File: src/hw/assc_pkg.sv
// package: constants, register map, field layouts and types of the serial channel
package assc_pkg;
    // ****************************************************************
    // clock and bit rates
    // ****************************************************************
    localparam int CLK_HZ = 100_000_000;
    localparam int OVS = 16;
    localparam int ASYNC_MAX_BAUD = 500_000;
    localparam int SYNC_MAX_BAUD = 2_000_000;
    localparam int BAUD_W = 16;
    // reload for the fastest async rate, rounded down to whole cycles
    localparam logic [BAUD_W-1:0] BAUD_RST = BAUD_W'(CLK_HZ / (ASYNC_MAX_BAUD * OVS) - 1);
    // one tick is half a shift clock period in sync mode
    localparam logic [BAUD_W-1:0] SYNC_MIN_RELOAD = BAUD_W'(CLK_HZ / (SYNC_MAX_BAUD * 2) - 1);

    // ****************************************************************
    // register map (byte addresses) and bit positions
    // ****************************************************************
    localparam int ADR_W = 8;
    localparam logic [7:0] OFS_CTRL = 8'h00;
    localparam logic [7:0] OFS_BAUD = 8'h04;
    localparam logic [7:0] OFS_TXD = 8'h08;
    localparam logic [7:0] OFS_RXD = 8'h0C;
    localparam logic [7:0] OFS_STAT = 8'h10;
    localparam logic [7:0] OFS_ICLR = 8'h14;
    localparam logic [7:0] OFS_IEN = 8'h18;
    localparam int IRQ_N = 4;
    localparam int IRQ_TBUF = 0;
    localparam int IRQ_TXC = 1;
    localparam int IRQ_RX = 2;
    localparam int IRQ_ERR = 3;
    localparam int ST_TXBUSY = 8;
    localparam int ST_RXFULL = 9;
    localparam int ST_PERR = 10;
    localparam int ST_FERR = 11;
    localparam int ST_OERR = 12;
    localparam int CTRL_W = 10;
    localparam logic [CTRL_W-1:0] CTRL_RST = 10'h000;
    localparam int DATA_W = 9;
    localparam int SYNC_BITS = 8;
    localparam int FRAME_MAX = 13;

    // ****************************************************************
    // types
    // ****************************************************************
    typedef enum logic [1:0] {
        MODE_A8 = 2'h0, MODE_A9 = 2'h1, MODE_AWAKE = 2'h2, MODE_SYNC = 2'h3
    } assc_mode_t;
    typedef struct packed {
        logic rx_en;
        logic wake_filter;
        logic loopback;
        logic ovr_en;
        logic frm_en;
        logic par_odd;
        logic par_en;
        logic two_stop;
        assc_mode_t mode;
    } assc_cfg_t;
    typedef struct packed {
        logic [DATA_W-1:0] data;
        logic par_err;
        logic frm_err;
    } assc_rx_t;
    typedef enum logic [2:0] {
        TX_IDLE = 3'h1, TX_ASYNC = 3'h2, TX_SYNC = 3'h4
    } assc_tx_st_t;
    typedef enum logic [2:0] {
        RX_IDLE = 3'h1, RX_START = 3'h2, RX_DATA = 3'h4
    } assc_rx_st_t;
endpackage

File: src/hw/assc_baud_gen.sv
// reloadable down-counter that makes the channel's baud tick
`timescale 1ns/100ps
module assc_baud_gen #(
    parameter int W = 16
) (
    input wire logic core_clk,
    input wire logic rst_b,
    input wire logic ce,
    input wire logic run,
    input wire logic [W-1:0] reload,
    output logic tick
);
    logic [W-1:0] cnt_q;

    if (W < 4 || W > 24) begin : g_chk
        $error("assc_baud_gen: unsupported counter width");
    end

    // tick period is reload+1 cycles; a new reload takes effect at the next wrap
    always_ff @(posedge core_clk or negedge rst_b) begin
        if (!rst_b) begin
            cnt_q <= '0;
            tick <= 1'b0;
        end else if (ce) begin
            tick <= 1'b0;
            if (!run) begin
                cnt_q <= reload;
            end else if (cnt_q == '0) begin
                cnt_q <= reload;
                tick <= 1'b1;
            end else begin
                cnt_q <= cnt_q - 1'b1;
            end
        end
    end
endmodule // assc_baud_gen

File: src/hw/assc_rx.sv
// oversampling asynchronous receiver of the serial channel
`timescale 1ns/100ps
module assc_rx (
    input wire logic core_clk,
    input wire logic rst_b,
    input wire logic ce,
    input wire logic tick,
    input wire logic en,
    input wire logic rxd,
    input wire logic nine,
    input wire logic par_en,
    input wire logic par_odd,
    output logic done,
    output assc_pkg::assc_rx_t res
);
    assc_pkg::assc_rx_st_t st_q;
    logic [3:0] sub_q;
    logic [3:0] nbit_q;
    logic [9:0] sh_q;
    logic [3:0] nwant;
    logic [9:0] al;
    logic [8:0] dat;

    assign nwant = (nine ? 4'h9 : 4'h8) + {3'h0, par_en};
    assign al = sh_q >> (4'hA - nbit_q);
    assign dat = nine ? al[8:0] : {1'b0, al[7:0]};

    always_ff @(posedge core_clk or negedge rst_b) begin
        if (!rst_b) begin
            st_q <= assc_pkg::RX_IDLE;
            sub_q <= 4'h0;
            nbit_q <= 4'h0;
            sh_q <= 10'h000;
            done <= 1'b0;
            res <= '0;
        end else if (ce) begin
            done <= 1'b0;
            if (!en) begin
                st_q <= assc_pkg::RX_IDLE;
            end else if (tick) begin
                unique case (st_q)
                    assc_pkg::RX_IDLE: begin
                        sub_q <= 4'h0;
                        if (!rxd) st_q <= assc_pkg::RX_START;
                    end
                    assc_pkg::RX_START: begin
                        sub_q <= sub_q + 4'h1;
                        // mid start bit: a short glitch returns to idle
                        if (sub_q == 4'h7) begin
                            sub_q <= 4'h0;
                            nbit_q <= 4'h0;
                            st_q <= rxd ? assc_pkg::RX_IDLE : assc_pkg::RX_DATA;
                        end
                    end
                    assc_pkg::RX_DATA: begin
                        sub_q <= sub_q + 4'h1;
                        if (sub_q == 4'hF && nbit_q != nwant) begin
                            sh_q <= {rxd, sh_q[9:1]};
                            nbit_q <= nbit_q + 4'h1;
                        end else if (sub_q == 4'hF) begin
                            done <= 1'b1;
                            res.data <= dat;
                            res.par_err <= par_en & (^dat ^ al[nine ? 9 : 8] ^ par_odd);
                            res.frm_err <= ~rxd;
                            st_q <= assc_pkg::RX_IDLE;
                        end
                    end
                    default: st_q <= assc_pkg::RX_IDLE;
                endcase
            end
        end
    end
endmodule // assc_rx

File: src/hw/assc_top.sv
// serial channel: wishbone registers, transmitter, sync engine, interrupts
// ****************************************************************
// Summary of operation
// async mode sends and receives at once, up to 500 KBaud from 100 MHz.
// sync mode is half duplex, one direction at a time, up to 2.0 MBaud.
// a programmable baud generator reaches standard rates from the core clock.
// transmit buffer, transmit done, receive and error have separate requests.
// an async frame is a start bit, 8 or 9 data bits and one or two stop bits.
// a wake mode sends 8 data bits plus a bit that marks an address character.
// sync mode shifts whole bytes on a shift clock that this channel makes.
// characters go least significant bit first in every mode and direction.
// loop back feeds the transmitted data to the receiver internally.
// with parity on, a parity bit is sent and a wrong received one is flagged.
// with framing check on, a missing stop bit is flagged as framing error.
// a character completing while the previous one is unread is an overrun.
// reset returns every setting and flag to inactive, with the line idle high; the baud reload resets to BAUD_RST (11), not 0.
// the baud generator is a down-counter reloaded from a programmable value.
// ****************************************************************
`timescale 1ns/100ps
module assc_top (
    input wire logic core_clk,
    input wire logic rst_b,
    input wire logic ce,
    input wire logic wb_cyc,
    input wire logic wb_stb,
    input wire logic wb_we,
    input wire logic [assc_pkg::ADR_W-1:0] wb_adr,
    input wire logic [3:0] wb_sel,
    input wire logic [31:0] wb_dat_in,
    output logic [31:0] wb_dat_out,
    output logic wb_ack,
    output logic txd,
    input wire logic rxd_in,
    output logic rxd_out,
    output logic rxd_oe,
    output logic irq,
    output logic [assc_pkg::IRQ_N-1:0] irq_vec
);
    // ****************************************************************
    // state
    // ****************************************************************
    assc_pkg::assc_cfg_t cfg_q;
    logic [assc_pkg::BAUD_W-1:0] baud_q;
    logic [assc_pkg::IRQ_N-1:0] stat_q;
    logic [assc_pkg::IRQ_N-1:0] ien_q;
    logic perr_q, ferr_q, oerr_q;
    logic rx_full_q;
    logic [assc_pkg::DATA_W-1:0] rbuf_q;
    assc_pkg::assc_tx_st_t tx_st_q;
    logic [assc_pkg::FRAME_MAX-1:0] tx_sh_q;
    logic [3:0] tx_left_q;
    logic [3:0] tx_sub_q;
    logic syn_rx_q;
    logic samp_q;
    logic tick;
    logic wr, rd, wr_ctrl;
    logic [31:0] wmask;
    logic nine, sync_mode, sync_in;
    logic [3:0] nd;
    logic [8:0] dmask;
    logic [assc_pkg::FRAME_MAX-1:0] tx_frame;
    logic [3:0] tx_len;
    logic tx_go, tbuf_ev, txc_ev;
    logic syn_done;
    logic rxu_done;
    assc_pkg::assc_rx_t rxu_res;
    logic put;
    logic [8:0] put_data;
    logic put_perr, put_ferr;
    logic [assc_pkg::IRQ_N-1:0] ev, clr;
    logic [assc_pkg::CTRL_W-1:0] ctrl_new;
    logic [31:0] rdata;

    // ****************************************************************
    // bus decode
    // ****************************************************************
    // ack one cycle after the strobe, dropped the cycle after
    assign wr = wb_cyc & wb_stb & wb_we & ~wb_ack;
    assign rd = wb_cyc & wb_stb & ~wb_we & ~wb_ack;
    always_comb begin
        for (int b = 0; b < 4; b++) begin
            wmask[8*b +: 8] = {8{wb_sel[b]}};
        end
    end
    assign wr_ctrl = wr && wb_adr == assc_pkg::OFS_CTRL;
    assign ctrl_new = assc_pkg::CTRL_W'((cfg_q & ~wmask) | (wb_dat_in & wmask));

    assign nine = cfg_q.mode == assc_pkg::MODE_A9 || cfg_q.mode == assc_pkg::MODE_AWAKE;
    assign sync_mode = cfg_q.mode == assc_pkg::MODE_SYNC;
    assign nd = nine ? 4'h9 : 4'h8;
    assign dmask = nine ? 9'h1FF : 9'h0FF;

    // ****************************************************************
    // baud generator and async receiver
    // ****************************************************************
    assc_baud_gen #(.W(assc_pkg::BAUD_W)) u_baud (
        .core_clk(core_clk),
        .rst_b(rst_b),
        .ce(ce),
        .run(1'b1),
        .reload(baud_q),
        .tick(tick)
    );

    assc_rx u_rx (
        .core_clk(core_clk),
        .rst_b(rst_b),
        .ce(ce),
        .tick(tick),
        .en(cfg_q.rx_en & ~sync_mode),
        .rxd(cfg_q.loopback ? txd : rxd_in),
        .nine(nine),
        .par_en(cfg_q.par_en),
        .par_odd(cfg_q.par_odd),
        .done(rxu_done),
        .res(rxu_res)
    );

    // ****************************************************************
    // transmit frame builder
    // ****************************************************************
    always_comb begin
        tx_frame = '1;
        tx_frame[0] = 1'b0;
        for (int i = 0; i < assc_pkg::DATA_W; i++) begin
            if (i < int'(nd)) tx_frame[1+i] = wb_dat_in[i];
        end
        if (cfg_q.par_en) begin
            tx_frame[4'h1 + nd] = ^(wb_dat_in[8:0] & dmask) ^ cfg_q.par_odd;
        end
        tx_len = 4'h2 + nd + {3'h0, cfg_q.par_en} + {3'h0, cfg_q.two_stop};
    end

    assign tx_go = wr && wb_adr == assc_pkg::OFS_TXD && tx_st_q == assc_pkg::TX_IDLE;
    assign sync_in = cfg_q.loopback ? tx_sh_q[0] : rxd_in;
    assign syn_done = tick && tx_st_q == assc_pkg::TX_SYNC && txd && tx_left_q == 4'h8;
    assign tbuf_ev = tx_go;
    assign txc_ev = (tick && tx_st_q == assc_pkg::TX_ASYNC && tx_sub_q == 4'hF
                     && tx_left_q == 4'h1) || (syn_done && !syn_rx_q);

    // ****************************************************************
    // transmitter and sync shift engine
    // ****************************************************************
    // in sync mode txd is the shift clock and rxd carries the data, so
    // the sync engine and the async transmitter share one shift register
    always_ff @(posedge core_clk or negedge rst_b) begin
        if (!rst_b) begin
            tx_st_q <= assc_pkg::TX_IDLE;
            txd <= 1'b1;
            tx_sh_q <= '1;
            tx_left_q <= 4'h0;
            tx_sub_q <= 4'h0;
            syn_rx_q <= 1'b0;
            samp_q <= 1'b0;
            rxd_oe <= 1'b0;
        end else if (ce) begin
            unique case (tx_st_q)
                assc_pkg::TX_IDLE: begin
                    txd <= 1'b1;
                    tx_sub_q <= 4'h0;
                    if (tx_go && !sync_mode) begin
                        tx_sh_q <= tx_frame;
                        tx_left_q <= tx_len;
                        tx_st_q <= assc_pkg::TX_ASYNC;
                    end else if (tx_go || (wr_ctrl && sync_mode && ctrl_new[9]
                                 && !cfg_q.rx_en)) begin
                        tx_sh_q <= {5'h1F, tx_go ? wb_dat_in[7:0] : 8'hFF};
                        tx_left_q <= 4'h0;
                        syn_rx_q <= !tx_go;
                        rxd_oe <= tx_go;
                        tx_st_q <= assc_pkg::TX_SYNC;
                    end
                end
                assc_pkg::TX_ASYNC: begin
                    txd <= tx_sh_q[0];
                    if (tick) begin
                        tx_sub_q <= tx_sub_q + 4'h1;
                        if (tx_sub_q == 4'hF && tx_left_q == 4'h1) begin
                            tx_st_q <= assc_pkg::TX_IDLE;
                        end else if (tx_sub_q == 4'hF) begin
                            tx_sh_q <= {1'b1, tx_sh_q[12:1]};
                            tx_left_q <= tx_left_q - 4'h1;
                        end
                    end
                end
                assc_pkg::TX_SYNC: begin
                    if (tick) begin
                        // data moves on the falling edge, is sampled on the rising
                        if (txd && tx_left_q != 4'h0) begin
                            tx_sh_q[7:0] <= {samp_q, tx_sh_q[7:1]};
                        end
                        if (txd && tx_left_q == 4'h8) begin
                            rxd_oe <= 1'b0;
                            tx_st_q <= assc_pkg::TX_IDLE;
                        end else if (txd) begin
                            txd <= 1'b0;
                        end else begin
                            txd <= 1'b1;
                            samp_q <= sync_in;
                            tx_left_q <= tx_left_q + 4'h1;
                        end
                    end
                end
                default: tx_st_q <= assc_pkg::TX_IDLE;
            endcase
        end
    end
    assign rxd_out = tx_sh_q[0];

    // ****************************************************************
    // receive buffer and errors
    // ****************************************************************
    // wake filter drops plain data characters so only addresses wake us
    always_comb begin
        put = 1'b0;
        put_data = 9'h000;
        put_perr = 1'b0;
        put_ferr = 1'b0;
        if (syn_done && syn_rx_q) begin
            put = 1'b1;
            put_data = {1'b0, samp_q, tx_sh_q[7:1]};
        end else if (rxu_done && !(cfg_q.wake_filter && cfg_q.mode == assc_pkg::MODE_AWAKE
                                   && !rxu_res.data[8])) begin
            put = 1'b1;
            put_data = rxu_res.data;
            put_perr = rxu_res.par_err;
            put_ferr = rxu_res.frm_err & cfg_q.frm_en;
        end
    end

    always_ff @(posedge core_clk or negedge rst_b) begin
        if (!rst_b) begin
            rx_full_q <= 1'b0;
            rbuf_q <= '0;
        end else if (ce) begin
            if (rd && wb_adr == assc_pkg::OFS_RXD) rx_full_q <= 1'b0;
            if (put) begin
                rx_full_q <= 1'b1;
                rbuf_q <= put_data;
            end
        end
    end

    assign ev[assc_pkg::IRQ_TBUF] = tbuf_ev;
    assign ev[assc_pkg::IRQ_TXC] = txc_ev;
    assign ev[assc_pkg::IRQ_RX] = put;
    assign ev[assc_pkg::IRQ_ERR] = put & (put_perr | put_ferr | (rx_full_q & cfg_q.ovr_en));
    assign clr = (wr && wb_adr == assc_pkg::OFS_ICLR) ? wb_dat_in[assc_pkg::IRQ_N-1:0]
                                                     : '0;

    // ****************************************************************
    // interrupt status: a set in the clearing cycle wins
    // ****************************************************************
    always_ff @(posedge core_clk or negedge rst_b) begin
        if (!rst_b) begin
            stat_q <= '0;
            perr_q <= 1'b0;
            ferr_q <= 1'b0;
            oerr_q <= 1'b0;
        end else if (ce) begin
            stat_q <= (stat_q & ~clr) | ev;
            perr_q <= (perr_q & ~clr[assc_pkg::IRQ_ERR]) | (put & put_perr);
            ferr_q <= (ferr_q & ~clr[assc_pkg::IRQ_ERR]) | (put & put_ferr);
            oerr_q <= (oerr_q & ~clr[assc_pkg::IRQ_ERR])
                      | (put & rx_full_q & cfg_q.ovr_en);
        end
    end

    always_ff @(posedge core_clk or negedge rst_b) begin
        if (!rst_b) begin
            irq_vec <= '0;
            irq <= 1'b0;
        end else if (ce) begin
            irq_vec <= stat_q & ien_q;
            irq <= |(stat_q & ien_q);
        end
    end

    // ****************************************************************
    // configuration registers
    // ****************************************************************
    // a sync receive ends by clearing rx_en, unless software writes ctrl then
    always_ff @(posedge core_clk or negedge rst_b) begin
        if (!rst_b) begin
            cfg_q <= assc_pkg::CTRL_RST;
            baud_q <= assc_pkg::BAUD_RST;
            ien_q <= '0;
        end else if (ce) begin
            if (syn_done && syn_rx_q) cfg_q.rx_en <= 1'b0;
            if (wr_ctrl) cfg_q <= ctrl_new;
            if (wr && wb_adr == assc_pkg::OFS_BAUD) begin
                baud_q <= assc_pkg::BAUD_W'((baud_q & ~wmask) | (wb_dat_in & wmask));
            end
            if (wr && wb_adr == assc_pkg::OFS_IEN) begin
                ien_q <= assc_pkg::IRQ_N'((ien_q & ~wmask) | (wb_dat_in & wmask));
            end
        end
    end

    // ****************************************************************
    // read mux and acknowledge
    // ****************************************************************
    always_comb begin
        rdata = 32'h0000_0000;
        unique case (wb_adr)
            assc_pkg::OFS_CTRL: rdata[assc_pkg::CTRL_W-1:0] = cfg_q;
            assc_pkg::OFS_BAUD: rdata[assc_pkg::BAUD_W-1:0] = baud_q;
            assc_pkg::OFS_RXD: rdata[assc_pkg::DATA_W-1:0] = rbuf_q;
            assc_pkg::OFS_STAT: begin
                rdata[assc_pkg::IRQ_N-1:0] = stat_q;
                rdata[assc_pkg::ST_TXBUSY] = tx_st_q != assc_pkg::TX_IDLE;
                rdata[assc_pkg::ST_RXFULL] = rx_full_q;
                rdata[assc_pkg::ST_PERR] = perr_q;
                rdata[assc_pkg::ST_FERR] = ferr_q;
                rdata[assc_pkg::ST_OERR] = oerr_q;
            end
            assc_pkg::OFS_IEN: rdata[assc_pkg::IRQ_N-1:0] = ien_q;
            default: rdata = 32'h0000_0000;
        endcase
    end

    // unmapped and write-only addresses are acked and read as zero
    always_ff @(posedge core_clk or negedge rst_b) begin
        if (!rst_b) begin
            wb_ack <= 1'b0;
            wb_dat_out <= 32'h0000_0000;
        end else if (ce) begin
            wb_ack <= wb_cyc & wb_stb & ~wb_ack;
            if (rd) wb_dat_out <= rdata;
        end
    end
endmodule // assc_top

File: config.mk
export PLATFORM = sky130hd
export DESIGN_NAME = assc_top
export DESIGN_NICKNAME = d
export VERILOG_FILES = /design/src/hw/assc_pkg.sv /design/src/hw/assc_baud_gen.sv /design/src/hw/assc_rx.sv /design/src/hw/assc_top.sv
export SDC_FILE = /design/constraint.sdc
export NUM_CORES = 1
export LEC_CHECK = 0
export BUFFER_PORTS_ARGS = -buffer_cell sky130_fd_sc_hd__buf_2
export CORE_UTILIZATION = 32
export DETAILED_ROUTE_END_ITERATION = 16
export SLEW_MARGIN = 25
export SYNTH_ARGS = -nofsm -noshare
export SYNTH_HDL_FRONTEND = slang
export SYNTH_SLANG_ARGS = --single-unit
File: constraint.sdc
create_clock -name core_clk -period 3 [get_ports core_clk]
set_input_delay 0 -clock core_clk [delete_from_list [all_inputs] [get_ports core_clk]]
set_output_delay 0 -clock core_clk [all_outputs]
set_load 0.005 [all_outputs]
* After elaboration in Yosys (flattened, before gate mapping)
Cells that the tools add are included.
Word-level totals: register bits 147, input bits 51, output and inout port bits 41, logic and storage cells 322
Cells by class: $add $sub $neg 12, $lt $le $gt $ge 12, eq/ne operators 41, shifts and indexed selects 1, mux-type cells 98, bitwise operators 48, reductions and logical operators 70
Operators by type and width (number):
- 13-bit 2-to-1 mux | 6
- 4-bit 2-to-1 mux | 13
- 3-bit 2-to-1 mux | 14
- 1-bit 2-to-1 mux | 38
- 9-bit 2-to-1 mux | 4
- 4-bit one-hot mux with 3 select lines | 3
- 6-bit AND reduction | 6
- 16-bit AND | 2
- 32-bit by 6-bit less-than comparator with 1-bit output (second input constant) | 1
- 1-bit logical AND | 27
- 8-bit by 5-bit == test with 1-bit output (second input constant) | 3
- 8-bit 2-to-1 mux | 3
- 8-bit one-hot mux with 3 select lines | 1
- 4-bit one-hot mux with 5 select lines | 1
- 1-bit AND | 18
- 2-bit by 1-bit != test with 1-bit output (second input constant) | 9
- 3-bit one-hot mux with 3 select lines | 2
- 9-bit parity | 2
- 4-bit by 1-bit adder with 4-bit output (second input constant) | 4
- 8-bit by 4-bit == test with 1-bit output (second input constant) | 2
- 16-bit logical NOT | 1
- 3-bit by 4-bit less-than comparator with 1-bit output (first input constant) | 4
- 16-bit 2-to-1 mux | 1
- 16-bit NOT | 1
- other kinds (58) | 116

* Longest topological paths before layout
Gate-level depths: netlist of run 1.
word-level depth 12, gate-level depth with buffers 13, depth with buffers taken out 12

* Cells and area by module
Synthesis of run 1 repeated with hierarchy kept, for this count alone.
Second synthesis, totals: cells, all modules 865, area, all modules 8574.5 µm²
Modules (own cells, without submodules):
- assc_top | instances 1, cells an instance 499, area each 5162.5 µm²
- assc_rx | instances 1, cells an instance 229, area each 2214.6 µm²
- assc_baud_gen | instances 1, cells an instance 137, area each 1197.4 µm²

* Worst setup path before layout of run 1
No wires, ideal clock.
path kind register to register, start point register u_rx.nbit_q[1], end point register u_rx.res[1] (netlist name), library setup time 0.092 ns, arrival 2.716 ns, data required time 2.908 ns, path slack 0.192 ns, cell stages (with the launch flop) 11, period minus slack after synthesis 2.808 ns, path through dfrtp_1 ha_1 buf_2 mux4_2 xor2_1 o21ai_0 a21oi_1 nor2_1 a311o_1 xnor3_1 o31ai_2
On the way: word-level cells in the longest chain between the ends 8
Ends and longest elaborated chain:
- from (decl) | line assc_rx.sv:18 | logic [3:0] nbit_q;
- from (signal assigned) | line assc_rx.sv:59 | nbit_q <= nbit_q + 4'h1;
- 4-bit subtractor | line assc_rx.sv:25 | assign al = sh_q >> (4'hA - nbit_q);
- 10-bit by 4-bit >> shifter with 10-bit output | line assc_rx.sv:25
- 1-bit binary-select mux with 4-bit select | line assc_rx.sv:63 | res.par_err <= par_en & (^dat ^ al[nine ? 9 : 8] ^ par_odd);
- 1-bit 2-to-1 mux (2 in series) | line assc_rx.sv:63
- 1-bit bitwise XOR (2 in series) | line assc_rx.sv:63
- 1-bit AND | line assc_rx.sv:63
- to (decl) | line assc_rx.sv:14 | output assc_pkg::assc_rx_t res
Several ways; a longest one is shown, not always the timed one. The select of a mux whose other input is x is not followed. A chain may end at the register's enable or synchronous reset.

* Worst setup path after layout of run 1
Ends and elaborated chain as after synthesis.

==> impl_results.md, run 1 <==
- Maximum clock rate: roughly 350 MHz
- Post-synth top area cell: sky130_fd_sc_hd__dfrtp_1
- Number of synthesized register bits: about 150
- Placed cells: about 1,200
- Most used flip-flop cell after synthesis: sky130_fd_sc_hd__dfrtp_1
- Effective utilization at floorplan: between 30% and 40%
- Share of the synthesized area in the top cell type: 39.2%
- Final Slew Violations: 0
- DRC violation count after routing: 0
- Die span in y: ~160 um
- Yosys cell types: between 60 and 70
- Placeable core region: 25,100 um2
- Max-Cap Viols: 0
- Pre-Repair DR Iteration Count: 5
- Clock Power Share: a little under two fifths
- Path type of the worst setup path: reg2reg
- Post-Route WL: between 20,000 and 25,000 um
- Synth warn: 0
- # IOs: 92
- Sequential fraction of design power: between 40 and 50%
- Critical Path Sink Type: register
- Count of standard-cell rows: between 50 and 60
- Leading post-synthesis cells by instance count: 128 x sky130_fd_sc_hd__dfrtp_1, 105 x sky130_fd_sc_hd__nand2_1, 75 x sky130_fd_sc_hd__o21ai_0, 63 x sky130_fd_sc_hd__nor2_1, 50 x sky130_fd_sc_hd__a21oi_1
- Pin count of the biggest net entering global routing: between 60 and 70
- Setup TNS: 0 ns
- Fraction of registers with async set or reset after synthesis: 100%
- Antenna fix cells: 0
- Via count: about 6,800
- Worst min-delay path category: in2async
- Longest Clk Path Bufs: 2
- Number of buffers created by CTS: 17
- Slew HR: between 50% and 60%
- Minimum period implied by the final worst setup slack: between 2 and 3 ns
- Share of cells above drive strength 1: 20.1%
- Clock net sink count: about 150
- Synth Instances: ~860
- Maximum fanout count along the critical path: 14
- Largest cells by area after synthesis: sky130_fd_sc_hd__dfrtp_1 39%, sky130_fd_sc_hd__mux2_2 6.1%, sky130_fd_sc_hd__dfstp_2 5.5%
- Setup repair after global routing missed its margin: false
- CP Launch Type: register
- Clock root buffer master: sky130_fd_sc_hd__clkbuf_16
- Die Wd: around 160 um
- Netlist Area Pre-Place: approximately 8000 um2
- Initial antenna violation count: 0
- Via count of the first global-routing pass: roughly 6,400
- # H-tree levels: 4
- Number of port buffers: 57
- Flip-flop and latch area: about 3600 um2
- Layout net count: about 1,000
- TritonCTS clock tree: built
- Area added between synthesis and finish: 18.0%
- Switch share: about 30%
- Largest incremental delay on the critical path: just under 0.4 ns
- GRT overflow: 0
- First-pass GRT wire length: approximately 36,000 um
- Layout Cells excl Fill: approximately 1,300
- Leakage power summed over all cells: 0.00430 uW
- Number of nets with antenna violations after detailed routing: 0
- Count leader, synth: sky130_fd_sc_hd__dfrtp_1
- HPWL after detailed placement: between 15,000 and 20,000 um
- Pwr per Cell Area: slightly below 600 nW/um2
- Number of hold-slack violations in the final timing report: 0
- Die footprint: ~26,000 um2
- Worst-case reg-to-reg path depth: 10
- Internal Power: 3950 uW
- Worst endpoint required time: approximately 3.3 ns
- Clock-pin transition on the worst setup and hold timing paths: about 0.06 ns
- Result of the run: finished, final reports clean
- Area of combinational cells with multiple inputs: approximately 4100 um2
- Worst voltage drop across the vdd grid: 306 uV
- Sw Pwr: approximately 1700 uW
- GRT Resource Usage Total: approximately 17%
- Crit path cell chain: ha_1, buf_4, mux4_2, xor2_1, o21ai_0, a21oi_1, nor2_1, a311o_1, xnor3_1, o31ai_2
- FILL cells: 2,565
- Relative contribution of combinational cells to total power: 18.2%
- Share of the clock period used by the worst path after layout: 96.4%
- Syn Area/Cell: roughly 9.5 um2
- Register-to-register setup slack: ~0.11 ns
- Fin Clk Skew: ~0.0091 ns
- Post-synth EDFFs: 0
- Worst EP arrival: ~3.2 ns
- Library cell contributing the largest single delay on the critical path: sky130_fd_sc_hd__dfrtp_1
- Later-pin clock latency in the skew report: between 0.4 and 0.5 ns
- Tightest Pin Transition: between 0.7 and 0.8 ns
- Weighted congestion reported at the end of routability-driven placement: roughly 0.9
- Average via count per standard cell: about 5.3
- Critical register-to-register path startpoint: u_rx.nbit_q[1]$_DFFE_PN0P_
- Final routed wire length divided by cell count: 17.2 um
- Portion of the post-synthesis area used by sequential elements: between 40% and 50%
- End of the worst register-to-register path: u_rx.res[1]$_DFFE_PN0P_
- Violation count after the first detailed-route iteration: 513
- # setup viols final: 0
-- worst max-delay path by stage --
stage / from / to / slack [ns]
after detailed placement: u_rx.nbit_q[1]$_DFFE_PN0P_ / u_rx.res[1]$_DFFE_PN0P_ / 0.16
after CTS: u_rx.nbit_q[1]$_DFFE_PN0P_ / u_rx.res[1]$_DFFE_PN0P_ / 0.14
final: u_rx.nbit_q[1]$_DFFE_PN0P_ / u_rx.res[1]$_DFFE_PN0P_ / 0.11
after global placement: u_rx.nbit_q[0]$_DFFE_PN0P_ / u_rx.res[1]$_DFFE_PN0P_ / 0.20
after floorplan: u_rx.nbit_q[1]$_DFFE_PN0P_ / u_rx.res[1]$_DFFE_PN0P_ / 0.19
after global routing: u_rx.nbit_q[1]$_DFFE_PN0P_ / u_rx.res[1]$_DFFE_PN0P_ / 0.02
-- logic make-up (layout without fill, tap and decap cells) --
| kind of cell | after synthesis | in the layout | synth area share (%) |
|---|---|---|---|
| simple gates | 277 | 277 | 15.9 |
| mux | 63 | 63 | 9.25 |
| other cells | 1 | 16 | 0.0459 |
| fa+ha+maj | 13 | 13 | 2.08 |
| xor+xnor | 27 | 27 | 3.57 |
| compound gates | 241 | 241 | 19.0 |
| flops | 145 | 145 | 44.7 |
| buf+inv | 97 | 171 | 5.45 |
-- power groups by stage --
| stage | clock network [uW] | logic [uW] | registers, uW |
|---|---|---|---|
| floorplan | 0 | 737 | 2430 |
| global placement | 0 | 992 | 2530 |
| detailed placement | 0 | 1010 | 2530 |
| CTS | 2150 | 1030 | 2500 |
| global route | 2240 | 1170 | 2530 |
| finish | 2120 | 1030 | 2500 |
-- area by class of cell --
type | instances | share of cell area, %
Clock buffer | 19 | 4.70
Clock inverter | 13 | 1.39
Inverter | 31 | 1.21
Multi-Input combinational cell | 637 | 42.8
Sequential cell | 145 | 37.9
Tap cell | 330 | 4.28
Timing Repair Buffer | 108 | 7.70
-- layer usage --
metal | track usage (%) | vias to the layer above | wire length (um)
li1 | - | 3258 | -
met1 | 24.1 | 3307 | 10500
met2 | 27.3 | 200 | 10000
met3 | 3.78 | 17 | 1280
met4 | 4.03 | 0 | 316
met5 | 0 | - | 0
-- worst max-delay path, delay by kind of cell (launching register included) --
kind,cells,cell delay [ns]
AOI/OAI and AO/OA,4,0.81
muxes,1,0.39
adders and majority gates,1,0.32
and+or+nand+nor,1,0.06
buffers and inverters,1,0.21
xor gates and xnor gates,2,0.60
DFF,1,0.39
-- timing repair --
| action | in CTS | in global routing |
|---|---|---|
| resized for setup | 0 | 0 |
| setup buffers | 0 | 0 |
| hold buffers | 22 | 0 |
| hold endpoints to repair | 91 | 0 |
-- cells in the final DEF, fill, tap and decap left out, drive strengths merged, types with 12 or more instances in the layout --
cell           n
dfstp         17
inv           33
conb          16
a22o          16
clkbuf        19
o21ai         76
nor3          20
dlygate4sd3   22
xnor2         22
ha            12
nand2        105
buf           86
nand3         26
nor2          64
mux2i         14
mux2          44
a21oi         51
o31ai         14
dfrtp        128
o22ai         12
-- through the flow --
step           instance area (um2)  power [uW]  hold slack (ns)  util [%]  worst slack (ns)
2_1_floorplan                 8220        3160           -0.296         -             0.192
3_3_place_gp                  8830        3520          -0.0143      35.2             0.200
3_5_place_dp                  8830        3540         -0.00885      35.2             0.155
4_1_cts                       9640        5680           0.0806      38.4             0.141
5_1_grt                       9640        5950            0.102      38.4            0.0186
6_report                      9640        5660           0.0859      38.4             0.107
No activity file was read; power rests on OpenSTA's default activity.
==> run 2: changes to the inputs <==
ABC_AREA = 1   (was not set)
ABC_CLOCK_PERIOD_IN_PS = 3000   (was not set)
SKIP_LAST_GASP = 1   (was not set)
==> run 2 against run 1 <==
  * Cell count is 17% higher
  * Sequential power decreased by 4%
  * Synthesized cell count up 25%
  * Worst setup slack improved by 0.46 ns
  * Largest cell class unchanged
==> impl_results.md, run 2 <==
- Pwr per Cell Area: about 570 nW/um2
- Maximum fanout count along the critical path: 7
- Post-synth EDFFs: 0
- Clock-pin transition on the worst setup and hold timing paths: about 0.060 ns
- CP Launch Type: register
- Max-Cap Viols: 0
- Average via count per standard cell: 4.93
- Minimum period implied by the final worst setup slack: approximately 2.4 ns
- Post-Route WL: between 20,000 and 25,000 um
- Post-synthesis compound-gate area fraction: around 17%
- Result of the run: finished, final reports clean
- Number of hold-slack violations in the final timing report: 0
- Placeable core region: between 20,000 and 30,000 um2
- Synth Instances: 1,083
- GRT Resource Usage Total: roughly 18%
- Netlist Area Pre-Place: ~8400 um2
- Die span in y: 164 um
- FILL cells: approximately 2,600
- # setup viols final: 0
- TritonCTS clock tree: built
- Worst EP arrival: about 2.8 ns
- Portion of the post-synthesis area used by sequential elements: between 40% and 50%
- End point of the critical path: u_rx.st_q[0]$_DFFE_PN1P_
- Highest-count cells in the layout ignoring fill and taps: 274 x sky130_fd_sc_hd__nand2_1, 128 x sky130_fd_sc_hd__dfrtp_1, 112 x sky130_fd_sc_hd__inv_1
- Synth warn: 0
- Number of buffers created by CTS: 17
- Worst endpoint required time: 3.33 ns
- Basic-gate share of the synthesized area counting and, or, nand and nor cells: 24.9%
- Tightest Pin Transition: about 0.8 ns
- Weighted congestion reported at the end of routability-driven placement: approximately 0.84
- GRT overflow: 0
- Area of combinational cells with multiple inputs: 4010 um2
- Die Wd: about 160 um
- Largest family of logic cells by synthesized area: simple AND/OR/NAND/NOR gates
- Antenna fix cells: 0
- Setup repair after global routing missed its margin: false
- Initial antenna violation count: 1
- Largest cells by area after synthesis: sky130_fd_sc_hd__dfrtp_1 38%, sky130_fd_sc_hd__nand2_1 12%, sky130_fd_sc_hd__o21ai_0 6.2%
- Flip-flop and latch area: roughly 3600 um2
- Number of synthesized register bits: ~150
- Hold-fix buffer count after cts: 13
- Worst voltage drop across the vdd grid: about 420 uV
- Worst min-delay path category: in2reg
- Final routed wire length divided by cell count: approximately 15 um
- Longest Clk Path Bufs: 2
- Share of the synthesized area in the top cell type: between 30% and 40%
- First-pass GRT wire length: ~37,000 um
- Leading post-synthesis cells by instance count: 274 x sky130_fd_sc_hd__nand2_1, 128 x sky130_fd_sc_hd__dfrtp_1, 112 x sky130_fd_sc_hd__inv_1, 104 x sky130_fd_sc_hd__o21ai_0, 76 x sky130_fd_sc_hd__nor2_1
- Via count of the first global-routing pass: between 6,000 and 7,000
- Share of cell area taken by muxes after synthesis: between 1 and 1.5%
- Post-synth top area cell: sky130_fd_sc_hd__dfrtp_1
- Critical Path Sink Type: register
- # H-tree levels: 4
- Leakage power summed over all cells: ~0.0047 uW
- Count leader, synth: sky130_fd_sc_hd__nand2_1
- Worst-case reg-to-reg path depth: 10
- Yosys cell types: 59
- Fin Clk Skew: around 0.0063 ns
- Number of nets with antenna violations after detailed routing: 0
- Pin count of the biggest net entering global routing: 83
- Syn Area/Cell: a little under 8 um2
- Most used flip-flop cell after synthesis: sky130_fd_sc_hd__dfrtp_1
- Post-synthesis adder-cell area fraction: between 2 and 2.5%
- Share of the clock period used by the worst path after layout: 81.2%
- Slew HR: about 47%
- Later-pin clock latency in the skew report: approximately 0.42 ns
- Buffer count from post-CTS setup fixing: 0
- Pre-Repair DR Iteration Count: 6
- Count of standard-cell rows: slightly below 60
- Layout net count: ~1,200
- Effective utilization at floorplan: approximately 33%
- Maximum clock rate: approximately 410 MHz
- Area added between synthesis and finish: 15.7%
- Violation count after the first detailed-route iteration: between 500 and 600
- Setup TNS: 0 ns
- Clock net sink count: 145
- Most frequent standard cell in the layout excluding fill and tap cells: sky130_fd_sc_hd__nand2_1
- Register-to-register setup slack: 0.56 ns
- Share of cells above drive strength 1: between 15 and 20%
- DRC violation count after routing: 0
- Die footprint: between 20,000 and 30,000 um2
- Clock root buffer master: sky130_fd_sc_hd__clkbuf_16
- # IOs: 92
- Via count: about 7,400
- Post-synthesis xor/xnor area fraction: about 1.9%
- Number of port buffers: 57
- Path type of the worst setup path: reg2reg
- Fraction of registers with async set or reset after synthesis: 100%
- HPWL after detailed placement: 16,900 um
- Post-layout power: approximately 5500 uW
- Post-CTS sizing: 0
- End of the worst register-to-register path: u_rx.st_q[0]$_DFFE_PN1P_
- Final Slew Violations: 0
## run 2: cell count changes after synthesis, sizes merged, moves of 25 or more
| cell | delta |
|---|---|
| nand2 | +174 |
| nor2 | +25 |
| nand3 | +43 |
| inv | +101 |
| o21ai | +76 |
| clkbuf | -30 |
| mux2 | -37 |
## run 2: cell type report
cell class	count	share of cell area (%)
Sequential cell	145	37.6
Tap cell	330	4.25
Multi-Input combinational cell	771	41.3
Inverter	135	5.27
Timing Repair Buffer	85	5.63
Clock buffer	21	4.64
Clock inverter	11	1.36
## run 2: cells by family after synthesis
group,count (synthesis)
and+or+nand+nor,472
xor gates and xnor gates,18
muxes,8
adders and majority gates,13
DFF,145
other,1
AOI/OAI and AO/OA,244
buffers and inverters,182
## run 2: how the worst min path moves through the flow
stage / from / to / slack, ns / depth (start not counted)
finish: wb_dat_in[2] / register / 0.03 / 3
global route: rxd_in / samp_q$_DFFE_PN0P_ / 0.02 / 5
CTS: wb_dat_in[2] / register / 0.002 / 3
detailed placement: rst_b / irq_vec[0]$_DFFE_PN0P_ / 0.12 / 1
floorplan: rst_b / async pin / -0.30 / 0
global placement: rst_b / irq_vec[0]$_DFFE_PN0P_ / 0.11 / 1
## run 2: critical path, stage by stage, from the launching register on
cell and delay, ns:
sky130_fd_sc_hd__dfrtp_1 0.37, sky130_fd_sc_hd__inv_1 0.06, sky130_fd_sc_hd__ha_1 0.36, sky130_fd_sc_hd__inv_1 0.23, sky130_fd_sc_hd__ha_1 0.29, sky130_fd_sc_hd__xnor2_1 0.13, sky130_fd_sc_hd__nand3_1 0.14, sky130_fd_sc_hd__inv_1 0.08
sky130_fd_sc_hd__o21ai_0 0.19, sky130_fd_sc_hd__o21ai_0 0.23, sky130_fd_sc_hd__o21ai_0 0.26
## run 2: metrics by stage
step / setup WS, ns / instance area [um2] / utilization (%) / hold WS, ns / instances
floorplan: 0.885 / 8460 / - / -0.296 / 1098
global placement: 0.630 / 9000 / 35.3 / 0.114 / 1453
detailed placement: 0.584 / 9000 / 35.3 / 0.120 / 1453
CTS: 0.546 / 9720 / 38.1 / 0.00161 / 1498
global route: 0.336 / 9720 / 38.1 / 0.0224 / 1498
finish: 0.564 / 9720 / 38.1 / 0.0298 / 1498
## run 2: where the power goes
group          leakage [uW]  internal [uW]  switching (uW)
combinational       0.00265            369             628
sequential          0.00178           2220             187
clock              0.000266           1250             864
total               0.00469           3850            1680
## run 2: routing by layer
metal / GRT usage [%] / share of wire, % / wire, um / up-vias
met2: 28.6 / 47 / 10600 / 177
met5: 0 / 0.044 / 10 / -
met4: 4.88 / 1.6 / 373 / 2
li1: - / - / - / 3695
met3: 3.13 / 4.0 / 898 / 25
met1: 24.0 / 48 / 10800 / 3482
==> run 3: changes to the inputs <==
ABC_AREA = 0   (was 1)
ABC_CLOCK_PERIOD_IN_PS = 2460   (was 3000)
clock period = 2.46 ns   (was 3 ns; I/O delays follow)
==> run 3 against run 2 <==
  * The run now ends with setup timing left
  * Total power up 29%
  * Hold slack improved by 0.045 ns
  * Sequential cell count unchanged
  * Cell area up 3.6%
  * Fmax is 2.9% lower
  * Cell count is 12% lower
  * Largest cell class unchanged
  * Largest power group unchanged
==> impl_results.md, run 3 (same netlist as run 1, synthesis figures left out) <==
- Sequential fraction of design power: between 40% and 50%
- Share of cells above drive strength 1: 24.3%
- Weighted congestion reported at the end of routability-driven placement: around 0.86
- Pin count of the biggest net entering global routing: 79
- Path type of the worst setup path: reg2reg
- Antenna fix cells: 0
- Sw Pwr: 2110 uW
- Switch share: ~30%
- Via count: 7,045
- Average via count per standard cell: about 5.4
- First-pass GRT wire length: around 37,000 um
- Critical register-to-register path startpoint: u_rx.nbit_q[0]$_DFFE_PN0P_
- Number of port buffers: 57
- Worst slack, placed: -0.0696 ns
- Setup repair after global routing missed its margin: true
- Result of the run: complete, but fails checks
- Leakage power summed over all cells: between 0.004 and 0.005 uW
- GRT Resource Usage Total: 18.1%
- Worst voltage drop across the vdd grid: a little over 400 uV
- Routed met1 length: roughly 11,000 um
- Highest routed metal layer: met4
- # setup viols final: 1
- Pre-Repair DR Iteration Count: 5
- Relative contribution of combinational cells to total power: a little under a fifth
- Worst min-delay path category: in2async
- Layout net count: 1,036
- Met3 layer wire length in the routed design: ~1100 um
- Highest-count cells in the layout ignoring fill and taps: 127 x sky130_fd_sc_hd__dfrtp_1, 104 x sky130_fd_sc_hd__nand2_1, 73 x sky130_fd_sc_hd__o21ai_0
- Minimum period implied by the final worst setup slack: ~2.5 ns
- Worst EP arrival: 2.84 ns
- Violation count after the first detailed-route iteration: between 600 and 700
- # IOs: 92
- Pwr per Cell Area: 708 nW/um2
- Area added between synthesis and finish: 23.3%
- Worst hold margin: around 0.075 ns
- Clock net sink count: 145
- Most frequent standard cell in the layout excluding fill and tap cells: sky130_fd_sc_hd__dfrtp_1
- Later-pin clock latency in the skew report: around 0.43 ns
- Post-Route WL: 23,300 um
- Die footprint: between 20,000 and 30,000 um2
- Count of standard-cell rows: just under 60
- Effective utilization at floorplan: between 30% and 40%
- DRC violation count after routing: 0
- Startpoint of the most critical setup path: u_rx.nbit_q[0]$_DFFE_PN0P_
- Via count of the first global-routing pass: 6,780
- HPWL after detailed placement: around 16,000 um
- Die span in y: between 150 and 200 um
- Worst endpoint required time: 2.80 ns
- Number of nets with antenna violations after detailed routing: 0
- Final Slew Violations: 0
- Fin Clk Skew: roughly 0.01 ns
- Max-Cap Viols: 0
- Worst Slack Setup Final: -0.0473 ns
- Clock-pin transition on the worst setup and hold timing paths: about 0.070 ns
- Maximum clock rate: roughly 400 MHz
- Share of the clock period used by the worst path after layout: 102%
- Violations in the final reports: setup timing
- Critical Path Sink Type: register
- Total met2 wirelength after detailed routing: approximately 11,000 um
- Number of hold-slack violations in the final timing report: 0
- Internal Power: 5020 uW
- CP Launch Type: register
- Die Wd: around 160 um
- Initial antenna violation count: 0
- # H-tree levels: 4
- GRT overflow: 0
- Tightest Pin Transition: roughly 0.65 ns
- Slew HR: ~57%
- Final routed wire length divided by cell count: 17.7 um
- Placeable core region: 25,100 um2
- Clock root buffer master: sky130_fd_sc_hd__clkbuf_16
- Number of buffers created by CTS: 17
- Longest Clk Path Bufs: 2
- Clock Power Share: about two fifths
- TritonCTS clock tree: built
- Maximum fanout count along the critical path: 7
-- run 3: cell type report --
| cell class | count | area (um2) |
|---|---|---|
| fillers | 2470 | 15000 |
| multi-input cells | 637 | 4230 |
| flip-flops and latches | 145 | 3650 |
| repair buffers | 140 | 1040 |
| clock buffers | 23 | 488 |
| well taps | 330 | 413 |
| clock inverters | 9 | 129 |
| inverters | 31 | 116 |
-- run 3: worst paths after layout --
check                                               end  slack (ns)  cells past startpoint
max in group asynchronous      u_rx.st_q[0]$_DFFE_PN1P_        1.62                      3
min                        u_baud.cnt_q[15]$_DFFE_PN0P_        0.07                      2
max reg2reg                     u_rx.res[1]$_DFFE_PN0P_       -0.05                      9
max                             u_rx.res[1]$_DFFE_PN0P_       -0.05                      9
min in group core_clk                          register        0.08                      3
min reg2reg                  wb_dat_out[14]$_DFFE_PN0P_        0.47                      2
-- run 3: what timing repair did --
item                                    4_1_cts  5_1_grt
endpoints found under the hold margin       130        0
cloned                                        0        1
endpoints found under the setup margin        4       32
gates resized for setup                       8       16
hold buffers                                 22        0
pin swaps                                     4       10
setup buffers                                 1        3
-- run 3: metrics by stage --
stage          setup TNS [ns]  power (uW)  instance area (um2)  util (%)  instances
2_1_floorplan         -0.0573        3860                 8260         -        879
3_3_place_gp                0        4330                 9080      36.1       1256
3_5_place_dp           -0.120        4370                 9080      36.1       1256
4_1_cts               -0.0468        7160                 9960      39.7       1311
5_1_grt                -0.810        7510                10100      40.1       1315
6_report              -0.0473        7130                10100      40.1       1315
-- run 3: worst max-delay path, cell delays in order (launching register included) --
cell and delay [ns]:
sky130_fd_sc_hd__dfrtp_1 0.41, sky130_fd_sc_hd__ha_4 0.34, sky130_fd_sc_hd__buf_4 0.14, sky130_fd_sc_hd__mux2i_1 0.23
sky130_fd_sc_hd__a21oi_2 0.10, sky130_fd_sc_hd__a221oi_2 0.31, sky130_fd_sc_hd__xnor2_1 0.21, sky130_fd_sc_hd__xnor2_2 0.16
sky130_fd_sc_hd__xnor3_1 0.34, sky130_fd_sc_hd__o31ai_2 0.18
-- run 3: power by group through the flow --
stage | Sequential (uW) | Combinational [uW] | Clock, uW
CTS | 3050 | 1310 | 2790
finish | 3060 | 1330 | 2740
floorplan | 2960 | 899 | 0
global route | 3110 | 1520 | 2890
global placement | 3090 | 1250 | 0
detailed placement | 3100 | 1270 | 0
-- run 3: layer usage --
layer	GRT usage, %	vias up
met5	0	-
met4	5.49	0
li1	-	3320
met3	3.50	26
met2	28.2	211
met1	25.4	3488
